--- config.mk ---
export PLATFORM = sky130hd
export DESIGN_NAME = ccs_card_regs
export DESIGN_NICKNAME = d
export VERILOG_FILES = /design/src/design/ccs_pkg.sv /design/src/design/ccs_det_filter.sv /design/src/design/ccs_twi_slave.sv /design/src/design/ccs_card_regs.sv
export SDC_FILE = /design/constraint.sdc
export NUM_CORES = 1
export LEC_CHECK = 0
export ABC_CLOCK_PERIOD_IN_PS = 3300
export BUFFER_PORTS_ARGS = -buffer_cell sky130_fd_sc_hd__buf_2
export CAP_MARGIN = 10
export CORE_MARGIN = 2
export CORE_UTILIZATION = 55
export CTS_CLUSTER_SIZE = 40
export DETAILED_ROUTE_END_ITERATION = 10
export PLACE_DENSITY = 0.73
export SLEW_MARGIN = 5
export SYNTH_ARGS = -nofsm -noshare
export SYNTH_HDL_FRONTEND = slang
export SYNTH_SLANG_ARGS = --single-unit
--- constraint.sdc ---
create_clock -name mclk_i -period 3.3 [get_ports mclk_i]
set_input_delay 0.495 -clock mclk_i [delete_from_list [all_inputs] [get_ports mclk_i]]
set_output_delay 0.495 -clock mclk_i [all_outputs]
set_load 0.03 [all_outputs]
--- src/design/ccs_pkg.sv ---
// Overview of operation
// - top two bits of event register ignore writes and read back as one-zero
// - answer timeout flag sets when card clock counter overflows before io edge
// - reading event register clears flags five to two; writing zero never clears
// - host may set over-current flag; then no deactivation and no interrupt
// - host may set supply-range flag; this starts card deactivation
// - presence flag sets on filtered presence change and on low pin after reset
// - over-current flag sets when supply monitor reports excess current
// - supply-range flag sets when card supply leaves selected voltage window
// - supply level 00 off, 01 1.8 V, 10 3 V, 11 5 V; resets 00
// - nonzero level with card present starts converter; zero level stops it
// - no deactivation between nonzero levels; host deactivates before changing
// - auto timing drives reset pin from sequencer, else pin follows control bit
// - power-down bit deactivates card; supply level writable only while clear
// - polarity set: low pin means no card; clear: high pin means no card
// - changing detect polarity sets presence flag
// - presence pull-up follows pull-up enable bit, which resets to one
// - presence filter run 0,4,8..256 samples by code; code resets to 2
// - code zero, pin select zero: irq pin high without card, low with card
// - code zero, pin select one, clock stopped: irq pin ignores card changes
// - deactivate on hardware over-current, supply-range, or card removal
// - deactivation steps of 8 converter clocks: reset, clock 5, io 6, level 7
package ccs_pkg;
  localparam logic [6:0] DEV_ADDR_DEF = 7'h2a;  // arbitrary bus address
  localparam logic REG_EVT = 1'h0;
  localparam logic REG_DET = 1'h1;
  localparam logic [1:0] EVT_TOP = 2'h2;
  localparam logic [1:0] LVL_RST = 2'h0;
  localparam logic [6:0] DET_RST = 7'h0a;
  localparam int TMO_BIT = 5;
  localparam int PRS_BIT = 4;
  localparam int OVC_BIT = 3;
  localparam int RNG_BIT = 2;
  localparam int AUTO_RST_BIT = 6;
  localparam int SHD_BIT = 5;
  localparam int POL_BIT = 4;
  localparam int PUP_BIT = 3;
  localparam int STEP_PERIODS = 8;
  localparam int CLK_STOP_STEP = 5;
  localparam int IO_OFF_STEP = 6;
  localparam int LVL_OFF_STEP = 7;
  localparam int POR_WAIT = 3;
  typedef enum logic [2:0] {TW_IDLE, TW_ADDR, TW_AACK, TW_WR, TW_WACK, TW_RD, TW_RACK} ccs_twi_t;
  typedef enum logic {DS_IDLE, DS_RUN} ccs_deact_t;
endpackage

--- src/design/ccs_det_filter.sv ---
`timescale 1ns/1ns
module ccs_det_filter (
  input wire logic mclk_i,
  input wire logic rst_i,
  input wire logic pin_i,
  input wire logic [2:0] code_i,
  output logic level_o
);
  logic [8:0] cnt_r;
  logic [8:0] cnt_nxt;
  logic lvl_nxt;
  logic [9:0] thr;

  // =====================================
  // run length
  always_comb begin
    thr = (code_i == 3'h0) ? 10'h0 : (10'h2 << code_i);
    cnt_nxt = 9'h0;
    lvl_nxt = level_o;
    if (pin_i != level_o) begin
      if ({1'b0, cnt_r} + 10'h1 >= thr) begin
        lvl_nxt = pin_i;
      end else begin
        cnt_nxt = cnt_r + 9'h1;
      end
    end
  end

  always_ff @(posedge mclk_i or posedge rst_i) begin
    if (rst_i) begin
      cnt_r <= 9'h0;
      level_o <= 1'b1;
    end else begin
      cnt_r <= cnt_nxt;
      level_o <= lvl_nxt;
    end
  end
endmodule

--- src/design/ccs_twi_slave.sv ---
`timescale 1ns/1ns
module ccs_twi_slave #(
  parameter logic [6:0] DEV_ADDR = ccs_pkg::DEV_ADDR_DEF
) (
  input wire logic mclk_i,
  input wire logic rst_i,
  input wire logic scl_i,
  input wire logic sda_i,
  output logic sda_o,
  output logic sda_oe_o,
  output logic wr_stb_o,
  output logic wr_ptr_o,
  output logic [7:0] wr_data_o,
  output logic rd_stb_o,
  output logic [7:0] rd_byte_o,
  input wire logic [7:0] rd_data_i
);
  logic [1:0] scl_q, sda_q;
  logic scl_d, sda_d, rise, fall, start, stop;
  ccs_pkg::ccs_twi_t st_r, st_nxt;
  logic [3:0] cnt_r, cnt_nxt;
  logic [7:0] sh_nxt, wd_nxt;
  logic rw_r, rw_nxt, first_r, first_nxt, nack_r, nack_nxt, oe_nxt;
  logic ws_nxt, wp_nxt, rs_nxt;

  // =====================================
  // line events
  assign rise = scl_q[1] & ~scl_d;
  assign fall = ~scl_q[1] & scl_d;
  assign start = scl_q[1] & scl_d & sda_d & ~sda_q[1];
  assign stop = scl_q[1] & scl_d & ~sda_d & sda_q[1];

  // =====================================
  // byte engine
  always_comb begin
    st_nxt = st_r;
    cnt_nxt = cnt_r;
    sh_nxt = rd_byte_o;
    rw_nxt = rw_r;
    first_nxt = first_r;
    nack_nxt = nack_r;
    oe_nxt = sda_oe_o;
    ws_nxt = 1'b0;
    wp_nxt = wr_ptr_o;
    wd_nxt = wr_data_o;
    rs_nxt = 1'b0;
    if (stop) begin
      st_nxt = ccs_pkg::TW_IDLE;
      oe_nxt = 1'b0;
    end else if (start) begin
      st_nxt = ccs_pkg::TW_ADDR;
      cnt_nxt = 4'h0;
      oe_nxt = 1'b0;
      first_nxt = 1'b1;
    end else begin
      case (st_r)
        ccs_pkg::TW_ADDR, ccs_pkg::TW_WR: begin
          if (rise) begin
            sh_nxt = {rd_byte_o[6:0], sda_q[1]};
            cnt_nxt = cnt_r + 4'h1;
          end else if (fall && cnt_r == 4'h8) begin
            oe_nxt = 1'b1;
            if (st_r == ccs_pkg::TW_WR) begin
              ws_nxt = 1'b1;
              wp_nxt = first_r;
              wd_nxt = rd_byte_o;
              first_nxt = 1'b0;
              st_nxt = ccs_pkg::TW_WACK;
            end else if (rd_byte_o[7:1] == DEV_ADDR) begin
              rw_nxt = rd_byte_o[0];
              st_nxt = ccs_pkg::TW_AACK;
            end else begin
              oe_nxt = 1'b0;
              st_nxt = ccs_pkg::TW_IDLE;
            end
          end
        end
        ccs_pkg::TW_WACK: begin
          if (fall) begin
            oe_nxt = 1'b0;
            cnt_nxt = 4'h0;
            st_nxt = ccs_pkg::TW_WR;
          end
        end
        ccs_pkg::TW_AACK, ccs_pkg::TW_RACK: begin
          if (rise) begin
            nack_nxt = sda_q[1] & (st_r == ccs_pkg::TW_RACK);
          end else if (fall) begin
            if (!rw_r) begin
              oe_nxt = 1'b0;
              cnt_nxt = 4'h0;
              st_nxt = ccs_pkg::TW_WR;
            end else if (nack_r) begin
              oe_nxt = 1'b0;
              st_nxt = ccs_pkg::TW_IDLE;
            end else begin
              sh_nxt = rd_data_i;
              oe_nxt = ~rd_data_i[7];
              cnt_nxt = 4'h1;
              rs_nxt = 1'b1;
              st_nxt = ccs_pkg::TW_RD;
            end
          end
        end
        ccs_pkg::TW_RD: begin
          if (fall) begin
            if (cnt_r == 4'h8) begin
              oe_nxt = 1'b0;
              st_nxt = ccs_pkg::TW_RACK;
            end else begin
              oe_nxt = ~rd_byte_o[6];
              sh_nxt = {rd_byte_o[6:0], 1'b0};
              cnt_nxt = cnt_r + 4'h1;
            end
          end
        end
        default: begin
          oe_nxt = 1'b0;
        end
      endcase
    end
  end

  always_ff @(posedge mclk_i or posedge rst_i) begin
    if (rst_i) begin
      scl_q <= 2'h3;
      sda_q <= 2'h3;
      scl_d <= 1'b1;
      sda_d <= 1'b1;
      st_r <= ccs_pkg::TW_IDLE;
      cnt_r <= 4'h0;
      rd_byte_o <= 8'h00;
      rw_r <= 1'b0;
      first_r <= 1'b0;
      nack_r <= 1'b0;
      sda_o <= 1'b0;
      sda_oe_o <= 1'b0;
      wr_stb_o <= 1'b0;
      wr_ptr_o <= 1'b0;
      wr_data_o <= 8'h00;
      rd_stb_o <= 1'b0;
    end else begin
      scl_q <= {scl_q[0], scl_i};
      sda_q <= {sda_q[0], sda_i};
      scl_d <= scl_q[1];
      sda_d <= sda_q[1];
      st_r <= st_nxt;
      cnt_r <= cnt_nxt;
      rd_byte_o <= sh_nxt;
      rw_r <= rw_nxt;
      first_r <= first_nxt;
      nack_r <= nack_nxt;
      sda_o <= 1'b0;
      sda_oe_o <= oe_nxt;
      wr_stb_o <= ws_nxt;
      wr_ptr_o <= wp_nxt;
      wr_data_o <= wd_nxt;
      rd_stb_o <= rs_nxt;
    end
  end
endmodule

--- src/design/ccs_card_regs.sv ---
`timescale 1ns/1ns
module ccs_card_regs #(
  parameter logic [6:0] DEV_ADDR = ccs_pkg::DEV_ADDR_DEF,
  parameter int DCDC_DIV = 6
) (
  input wire logic mclk_i,
  input wire logic rst_i,
  input wire logic scl_i,
  input wire logic sda_i,
  output logic sda_o,
  output logic sda_oe_o,
  input wire logic presence_pin_i,
  input wire logic overcurrent_i,
  input wire logic supply_fault_i,
  input wire logic answer_timeout_i,
  input wire logic card_reset_control_i,
  input wire logic auto_reset_level_i,
  input wire logic card_clk_req_i,
  input wire logic card_io_req_i,
  input wire logic irq_pin_select_i,
  output logic [1:0] supply_level_select_o,
  output logic dcdc_run_o,
  output logic card_reset_pin_o,
  output logic card_clk_run_o,
  output logic card_io_en_o,
  output logic presence_pullup_o,
  output logic power_down_o,
  output logic presence_irq_pin_o,
  output logic card_present_state_o
);
  localparam int STEP = ccs_pkg::STEP_PERIODS * DCDC_DIV;

  logic wr_stb, wr_ptr, rd_stb;
  logic [7:0] wr_data, rd_byte, rd_data;
  logic [2:0] snc1_r, snc2_r;
  logic ovc_d_r, rng_d_r, filt, present, ovc_hw, rng_hw;
  logic wr_evt, wr_det, rd_evt, pol_chg, por_hit;
  logic ptr_r, ptr_nxt;
  logic [3:0] evt_r, evt_nxt, set_v, clr_v;
  logic ovc_sw_r, ovc_sw_nxt;
  logic [1:0] lvl_nxt;
  logic [6:0] det_r, det_nxt;
  logic dcdc_nxt;
  logic [1:0] por_cnt_r, por_cnt_nxt;
  ccs_pkg::ccs_deact_t ds_r, ds_nxt;
  logic [8:0] ucnt_r, ucnt_nxt;
  logic [2:0] stp_r, stp_nxt;
  logic deact_go, rst_force_r, rst_force_nxt;
  logic clk_off_r, clk_off_nxt, io_off_r, io_off_nxt;
  logic irq_any, irq_nxt, pin_rst_nxt;

  // =====================================
  // host link
  ccs_twi_slave #(.DEV_ADDR(DEV_ADDR)) u_twi (
    .mclk_i(mclk_i),
    .rst_i(rst_i),
    .scl_i(scl_i),
    .sda_i(sda_i),
    .sda_o(sda_o),
    .sda_oe_o(sda_oe_o),
    .wr_stb_o(wr_stb),
    .wr_ptr_o(wr_ptr),
    .wr_data_o(wr_data),
    .rd_stb_o(rd_stb),
    .rd_byte_o(rd_byte),
    .rd_data_i(rd_data)
  );

  // read bit 7 of detect register is always zero, so a stray one is dropped
  assign rd_data = (ptr_r == ccs_pkg::REG_DET) ? {1'b0, det_r} :
      {ccs_pkg::EVT_TOP, evt_r, supply_level_select_o};
  assign wr_evt = wr_stb & ~wr_ptr & (ptr_r == ccs_pkg::REG_EVT);
  assign wr_det = wr_stb & ~wr_ptr & (ptr_r == ccs_pkg::REG_DET);
  assign rd_evt = rd_stb & (ptr_r == ccs_pkg::REG_EVT);

  // =====================================
  // presence path
  ccs_det_filter u_filt (
    .mclk_i(mclk_i),
    .rst_i(rst_i),
    .pin_i(snc2_r[0]),
    .code_i(det_r[2:0]),
    .level_o(filt)
  );

  assign present = det_r[ccs_pkg::POL_BIT] ? filt : ~filt;
  assign ovc_hw = snc2_r[1] & ~ovc_d_r;
  assign rng_hw = snc2_r[2] & ~rng_d_r;
  assign pol_chg = wr_det & (wr_data[ccs_pkg::POL_BIT] != det_r[ccs_pkg::POL_BIT]);
  assign por_hit = (por_cnt_r == 2'(ccs_pkg::POR_WAIT - 1)) & ~snc2_r[0];

  // =====================================
  // flags
  always_comb begin
    set_v[3] = answer_timeout_i | (wr_evt & wr_data[ccs_pkg::TMO_BIT]);
    set_v[2] = (present != card_present_state_o) | pol_chg | por_hit
        | (wr_evt & wr_data[ccs_pkg::PRS_BIT]);
    set_v[1] = ovc_hw | (wr_evt & wr_data[ccs_pkg::OVC_BIT]);
    set_v[0] = rng_hw | (wr_evt & wr_data[ccs_pkg::RNG_BIT]);
    // only bits actually shipped to the host are cleared
    clr_v = rd_evt ? rd_byte[5:2] : 4'h0;
    evt_nxt = (evt_r & ~clr_v) | set_v;
    ovc_sw_nxt = ovc_sw_r;
    if (ovc_hw) begin
      ovc_sw_nxt = 1'b0;
    end else if (wr_evt & wr_data[ccs_pkg::OVC_BIT]) begin
      ovc_sw_nxt = 1'b1;
    end else if (clr_v[1]) begin
      ovc_sw_nxt = 1'b0;
    end
    por_cnt_nxt = por_cnt_r;
    if (por_cnt_r != 2'(ccs_pkg::POR_WAIT)) begin
      por_cnt_nxt = por_cnt_r + 2'h1;
    end
  end

  always_ff @(posedge mclk_i or posedge rst_i) begin
    if (rst_i) begin
      snc1_r <= 3'h1;
      snc2_r <= 3'h1;
      ovc_d_r <= 1'b0;
      rng_d_r <= 1'b0;
      evt_r <= 4'h0;
      ovc_sw_r <= 1'b0;
      por_cnt_r <= 2'h0;
      card_present_state_o <= 1'b0;
    end else begin
      snc1_r <= {supply_fault_i, overcurrent_i, presence_pin_i};
      snc2_r <= snc1_r;
      ovc_d_r <= snc2_r[1];
      rng_d_r <= snc2_r[2];
      evt_r <= evt_nxt;
      ovc_sw_r <= ovc_sw_nxt;
      por_cnt_r <= por_cnt_nxt;
      card_present_state_o <= present;
    end
  end

  // =====================================
  // configuration
  always_comb begin
    ptr_nxt = ptr_r;
    if (wr_stb & wr_ptr) begin
      ptr_nxt = wr_data[0];
    end
    det_nxt = det_r;
    if (wr_det) begin
      det_nxt = wr_data[6:0];
    end
    lvl_nxt = supply_level_select_o;
    dcdc_nxt = dcdc_run_o;
    if (wr_evt & ~det_r[ccs_pkg::SHD_BIT]) begin
      // 00 off, 01 1.8 V, 10 3 V, 11 5 V; nonzero swaps do not deactivate
      lvl_nxt = wr_data[1:0];
      if (wr_data[1:0] == 2'h0) begin
        dcdc_nxt = 1'b0;
      end else if (present) begin
        dcdc_nxt = 1'b1;
      end
    end
    if (ds_r == ccs_pkg::DS_RUN && stp_nxt == 3'(ccs_pkg::LVL_OFF_STEP)) begin
      lvl_nxt = 2'h0;
      dcdc_nxt = 1'b0;
    end
  end

  always_ff @(posedge mclk_i or posedge rst_i) begin
    if (rst_i) begin
      ptr_r <= ccs_pkg::REG_EVT;
      det_r <= ccs_pkg::DET_RST;
      supply_level_select_o <= ccs_pkg::LVL_RST;
      dcdc_run_o <= 1'b0;
    end else begin
      ptr_r <= ptr_nxt;
      det_r <= det_nxt;
      supply_level_select_o <= lvl_nxt;
      dcdc_run_o <= dcdc_nxt;
    end
  end

  // =====================================
  // deactivation sequencer
  // cannot be interrupted once started; new triggers while busy are dropped
  assign deact_go = ovc_hw | rng_hw | (wr_evt & wr_data[ccs_pkg::RNG_BIT])
      | (set_v[2] & ~present)
      | (wr_det & wr_data[ccs_pkg::SHD_BIT] & ~det_r[ccs_pkg::SHD_BIT]);

  always_comb begin
    ds_nxt = ds_r;
    ucnt_nxt = ucnt_r;
    stp_nxt = stp_r;
    rst_force_nxt = rst_force_r;
    clk_off_nxt = clk_off_r;
    io_off_nxt = io_off_r;
    if (wr_evt & ~det_r[ccs_pkg::SHD_BIT] & (wr_data[1:0] != 2'h0)) begin
      rst_force_nxt = 1'b0;
      clk_off_nxt = 1'b0;
      io_off_nxt = 1'b0;
    end
    case (ds_r)
      ccs_pkg::DS_IDLE: begin
        if (deact_go) begin
          ds_nxt = ccs_pkg::DS_RUN;
          ucnt_nxt = 9'h0;
          stp_nxt = 3'h0;
          rst_force_nxt = 1'b1;
        end
      end
      ccs_pkg::DS_RUN: begin
        ucnt_nxt = ucnt_r + 9'h1;
        if (ucnt_r == 9'(STEP - 1)) begin
          ucnt_nxt = 9'h0;
          stp_nxt = stp_r + 3'h1;
        end
        if (stp_nxt == 3'(ccs_pkg::CLK_STOP_STEP)) begin
          clk_off_nxt = 1'b1;
        end
        if (stp_nxt == 3'(ccs_pkg::IO_OFF_STEP)) begin
          io_off_nxt = 1'b1;
        end
        if (stp_nxt == 3'(ccs_pkg::LVL_OFF_STEP)) begin
          ds_nxt = ccs_pkg::DS_IDLE;
        end
      end
      default: begin
        ds_nxt = ccs_pkg::DS_IDLE;
      end
    endcase
  end

  // =====================================
  // pins
  always_comb begin
    pin_rst_nxt = 1'b0;
    if (!rst_force_r) begin
      pin_rst_nxt = det_r[ccs_pkg::AUTO_RST_BIT] ? auto_reset_level_i
          : card_reset_control_i;
    end
    // soft over-current stays quiet on the irq pin
    irq_any = evt_r[3] | evt_r[2] | evt_r[0] | (evt_r[1] & ~ovc_sw_r);
    // clock-stopped pass-through needs an unclocked path outside this logic
    irq_nxt = irq_pin_select_i ? ~irq_any : ~present;
  end

  always_ff @(posedge mclk_i or posedge rst_i) begin
    if (rst_i) begin
      ds_r <= ccs_pkg::DS_IDLE;
      ucnt_r <= 9'h0;
      stp_r <= 3'h0;
      rst_force_r <= 1'b1;
      clk_off_r <= 1'b1;
      io_off_r <= 1'b1;
      card_reset_pin_o <= 1'b0;
      card_clk_run_o <= 1'b0;
      card_io_en_o <= 1'b0;
      presence_pullup_o <= 1'b1;
      power_down_o <= 1'b0;
      presence_irq_pin_o <= 1'b1;
    end else begin
      ds_r <= ds_nxt;
      ucnt_r <= ucnt_nxt;
      stp_r <= stp_nxt;
      rst_force_r <= rst_force_nxt;
      clk_off_r <= clk_off_nxt;
      io_off_r <= io_off_nxt;
      card_reset_pin_o <= pin_rst_nxt;
      card_clk_run_o <= card_clk_req_i & ~clk_off_r;
      card_io_en_o <= card_io_req_i & ~io_off_r;
      presence_pullup_o <= det_r[ccs_pkg::PUP_BIT];
      power_down_o <= det_r[ccs_pkg::SHD_BIT];
      presence_irq_pin_o <= irq_nxt;
    end
  end
endmodule

==> implementation parameters <==
Parameter                              Value

Hold path
  Capture endpoint of the worst hold path ... u_twi.sda_q[0]$_DFF_PP1_
  Min-Delay Path Depth ... 1
  Worst min-delay path class ... primary input to flip-flop
  Source of the worst hold timing path ... sda_i

Finish
  Area growth from synthesis to layout ... 8.98%
  Final design instance area without fill ... about 5000 um^2
  # diodes ... 0
  Final Instance Count excl. Fillers ... roughly 560
  Net count reported at finish ... 476
  Share of cells above drive strength 1 ... 0.216

Placed design
  Global placement routability congestion ... 0.899
  Post-DP HPWL ... between 6 and 7 mm
  Setup slack after placement ... 0.618 ns
  Number of buffers inserted by port buffering ... 23
  Area after DPL ... a little under 5000 um^2
  Number of placed cells counting well taps ... approximately 540

Synth
  Most common library cells after synthesis ... dfrtp_1, nand2_1, mux2_2
  Yosys synthesis warning count ... 0
  Post-synthesis instance area ... roughly 4600 um^2
  Proportion of netlist area held by the largest area contributor ... 0.420
  Cell variety after synth ... slightly above 60
  Synthesized area per cell ... about 11 um^2
  Top cells by area, synth ... dfrtp_1, dfstp_2, mux2_2, ha_1, nand2_1
  Post-synth ARST share ... 1.00
  Number of enable-type register cells in the synthesized netlist ... 0
  Synth Net Count ... 453
  Post-synthesis register bit count ... 94
  Syn Inst Count ... 425
  Portion of the post-synthesis area used by sequential elements ... 0.511
  Top cell type by total area after synthesis ... dfrtp_1
  Cell with the most instances after synthesis ... dfrtp_1
  Primary flip-flop cell chosen by synthesis mapping ... dfrtp_1

STA
  Clock skew after layout ... between 0.01 and 0.015 ns
  F_max ... 368 MHz
  Final count of hold timing violations ... 0
  Worst Tran Pin Value ... 0.892 ns
  Final setup violating endpoints ... 0
  Setup WS post-layout ... a little under 0.6 ns
  Unrepaired setup endpoints after global routing ... no
  Slew HR ... 0.402
  Setup TNS ... 0 ns
  Count of final max-slew check failures ... 0
  Min Clock Period, post-route ... roughly 2.7 ns
  Share of the cycle needed by the critical path after routing ... 0.824

GRT
  Total global routing track utilization ... 0.210
  GRT overflow ... 0
  Number of antenna violations at the first check in global routing ... 0
  Wire length of the first global-routing pass ... about 15 mm
  Pin count of the biggest net entering global routing ... 50
  Vias in the first global route ... approximately 3100

Die
  I/O pin total ... 25
  Number of placement rows ... 33
  Vert. Die Dim ... about 96 um
  Starting utilization of the core area ... 0.565
  Full die area ... 9190 um^2
  Core footprint ... 8220 um^2
  Floorplan die width ... around 96 um

Critical path
  Capturing point of the worst reg2reg path ... u_filt.cnt_r[3]$_DFF_PP0_
  Launching element type of the critical path ... flip-flop
  Required time of the critical path ... ~3.6 ns
  Worst path arrival time ... around 3.0 ns
  Start-to-end type of the worst setup path ... flip-flop to flip-flop
  Critical path endpoint category ... flip-flop
  Critical R2R Launch ... u_filt.cnt_r[2]$_DFF_PP0_
  Largest fanout on the critical path ... 9
  Worst setup slack for register-to-register paths ... 0.58 ns
  Worst Reg-to-Reg Cells ... 9

Clock tree
  Clock-pin slew on the worst setup and hold paths ... about 0.090 ns
  Buffer count from post-CTS setup fixing ... 0
  Post-CTS resize count ... 0
  Cts hold-fix bufs ... 0
  CTS tree ... built
  Clk Tree Root Cell ... clkbuf_8
  CTS Buffer Depth ... 2
  TritonCTS buffer count ... 9
  Deepest level of the CTS H-tree ... 3
  Number of clock sinks ... 94
  Worst skew pair latency ... 0.36 ns

Route
  DRC violation total after the first TritonRoute iteration ... approximately 120
  Total number of vias ... 3227
  Number of vias per cell after detailed routing ... 5.78
  Post-route DRC violation count ... 0
  Total wire length after detailed routing ... roughly 8.9 mm
  Count of antenna-violating nets left after detailed routing ... 0
  WL/cell ... 15.9 um
  TritonRoute pass-1 iters ... 4

Job
  Number of maximum-capacitance violations ... 0

Power
  Maximum resistive drop on vdd ... ~250 uV
  Static Leakage ... between 0.002 and 0.0025 uW
  Total power per unit cell area ... around 510 nW/um^2
  Pwr Total ... ~2600 uW

Run status
  Result of the run ... finished, final reports clean
==> cells in the final DEF (no fill, tap or decap), types with 3 or more instances in the layout <==
master | synthesis | final
buf_2 | 4 | 23
a211oi_1 | 3 | 3
o21ai_0 | 21 | 21
dfstp_2 | 16 | 16
ha_1 | 15 | 15
nor3b_1 | 6 | 6
nor3_1 | 10 | 10
o22ai_1 | 3 | 3
inv_1 | 11 | 10
xor2_1 | 7 | 7
a221o_1 | 3 | 3
a22o_1 | 4 | 4
a211o_1 | 3 | 3
nor2_1 | 25 | 25
o211ai_1 | 5 | 5
a31oi_1 | 3 | 3
nand3b_1 | 7 | 7
nor2b_1 | 14 | 14
dfrtp_1 | 78 | 78
mux2_2 | 28 | 28
and3_1 | 7 | 7
xnor2_1 | 11 | 11
nand2b_1 | 5 | 5
nand3_1 | 14 | 14
a21oi_1 | 13 | 13
mux2i_1 | 9 | 9
nand2_1 | 43 | 43
clkbuf_8 | 0 | 9
a21o_1 | 8 | 8
==> where the power goes <==
| part | leakage (uW) | switching [uW] | internal [uW] |
|---|---|---|---|
| clock network | 0.0000984 | 413 | 357 |
| registers | 0.00116 | 131 | 1260 |
| logic | 0.00105 | 199 | 203 |
==> registers in the layout, indices dropped and copies added (netlist names), 2 cells and up <==
name                   cells
det_r                      7
evt_r                      4
por_cnt_r                  2
snc1_r                     3
snc2_r                     3
stp_r                      3
supply_level_select_o      2
u_filt.cnt_r               9
u_twi.cnt_r                4
u_twi.rd_byte_o            8
u_twi.scl_q                2
u_twi.sda_q                2
u_twi.st_r                 3
u_twi.wr_data_o            7
ucnt_r                     9
==> metal layers <==
layer	vias to the layer above	wire (um)	part of all wire	GRT usage
met3	14	263	0.030	0.0266
met4	0	141	0.016	0.0905
li1	1565	-	-	-
met1	1588	4260	0.48	0.294
met5	-	0	0	0
met2	60	4230	0.48	0.332
==> worst max-delay path by stage <==
stage / to / start / slack [ns]
6_report: u_filt.cnt_r[3]$_DFF_PP0_ / u_filt.cnt_r[2]$_DFF_PP0_ / 0.58
5_1_grt: u_filt.cnt_r[4]$_DFF_PP0_ / u_filt.cnt_r[2]$_DFF_PP0_ / 0.42
4_1_cts: u_filt.cnt_r[3]$_DFF_PP0_ / u_filt.cnt_r[2]$_DFF_PP0_ / 0.59
3_5_place_dp: u_filt.cnt_r[3]$_DFF_PP0_ / u_filt.cnt_r[2]$_DFF_PP0_ / 0.62
3_3_place_gp: u_filt.cnt_r[7]$_DFF_PP0_ / u_filt.cnt_r[2]$_DFF_PP0_ / 0.69
2_1_floorplan: card_clk_run_o$_DFF_PP0_ / rst_i / 0.38
==> final cells by class <==
| type | instances | area (um^2) |
|---|---|---|
| fillers | 709 | 3160 |
| flip-flops and latches | 94 | 2370 |
| multi-input cells | 306 | 2160 |
| repair buffers | 26 | 150 |
| well taps | 105 | 131 |
| clock buffers | 10 | 128 |
| clock inverters | 6 | 71.3 |
| inverters | 11 | 42.5 |
==> through the flow <==
stage | hold WS, ns | utilization
after floorplan | 0.331 | -
after global placement | 0.332 | 0.591
after detailed placement | 0.336 | 0.591
after CTS | 0.217 | 0.616
after global routing | 0.209 | 0.616
final | 0.227 | 0.616
==> critical path, cell delays in order, from the launching register on <==
cell,delay [ns]
dfrtp_1,0.42
and3_4,0.19
and3_1,0.19
and3_1,0.19
xor2_1,0.15
ha_1,0.32
a21o_1,0.18
a21o_1,0.18
or4_1,0.64
nor2b_1,0.18
==> kinds of logic after synthesis <==
kind of cell,Yosys count,synth area share
AO/OA/AOI/OAI,81,0.119
XOR/XNOR,18,0.0340
adder cells (fa/ha/maj),15,0.0404
buffers and inverters,25,0.0229
flip-flops,94,0.511
multiplexers,37,0.0873
other,1,0.000808
AND/OR/NAND/NOR,154,0.184
No activity file was read; power rests on OpenSTA's default activity.
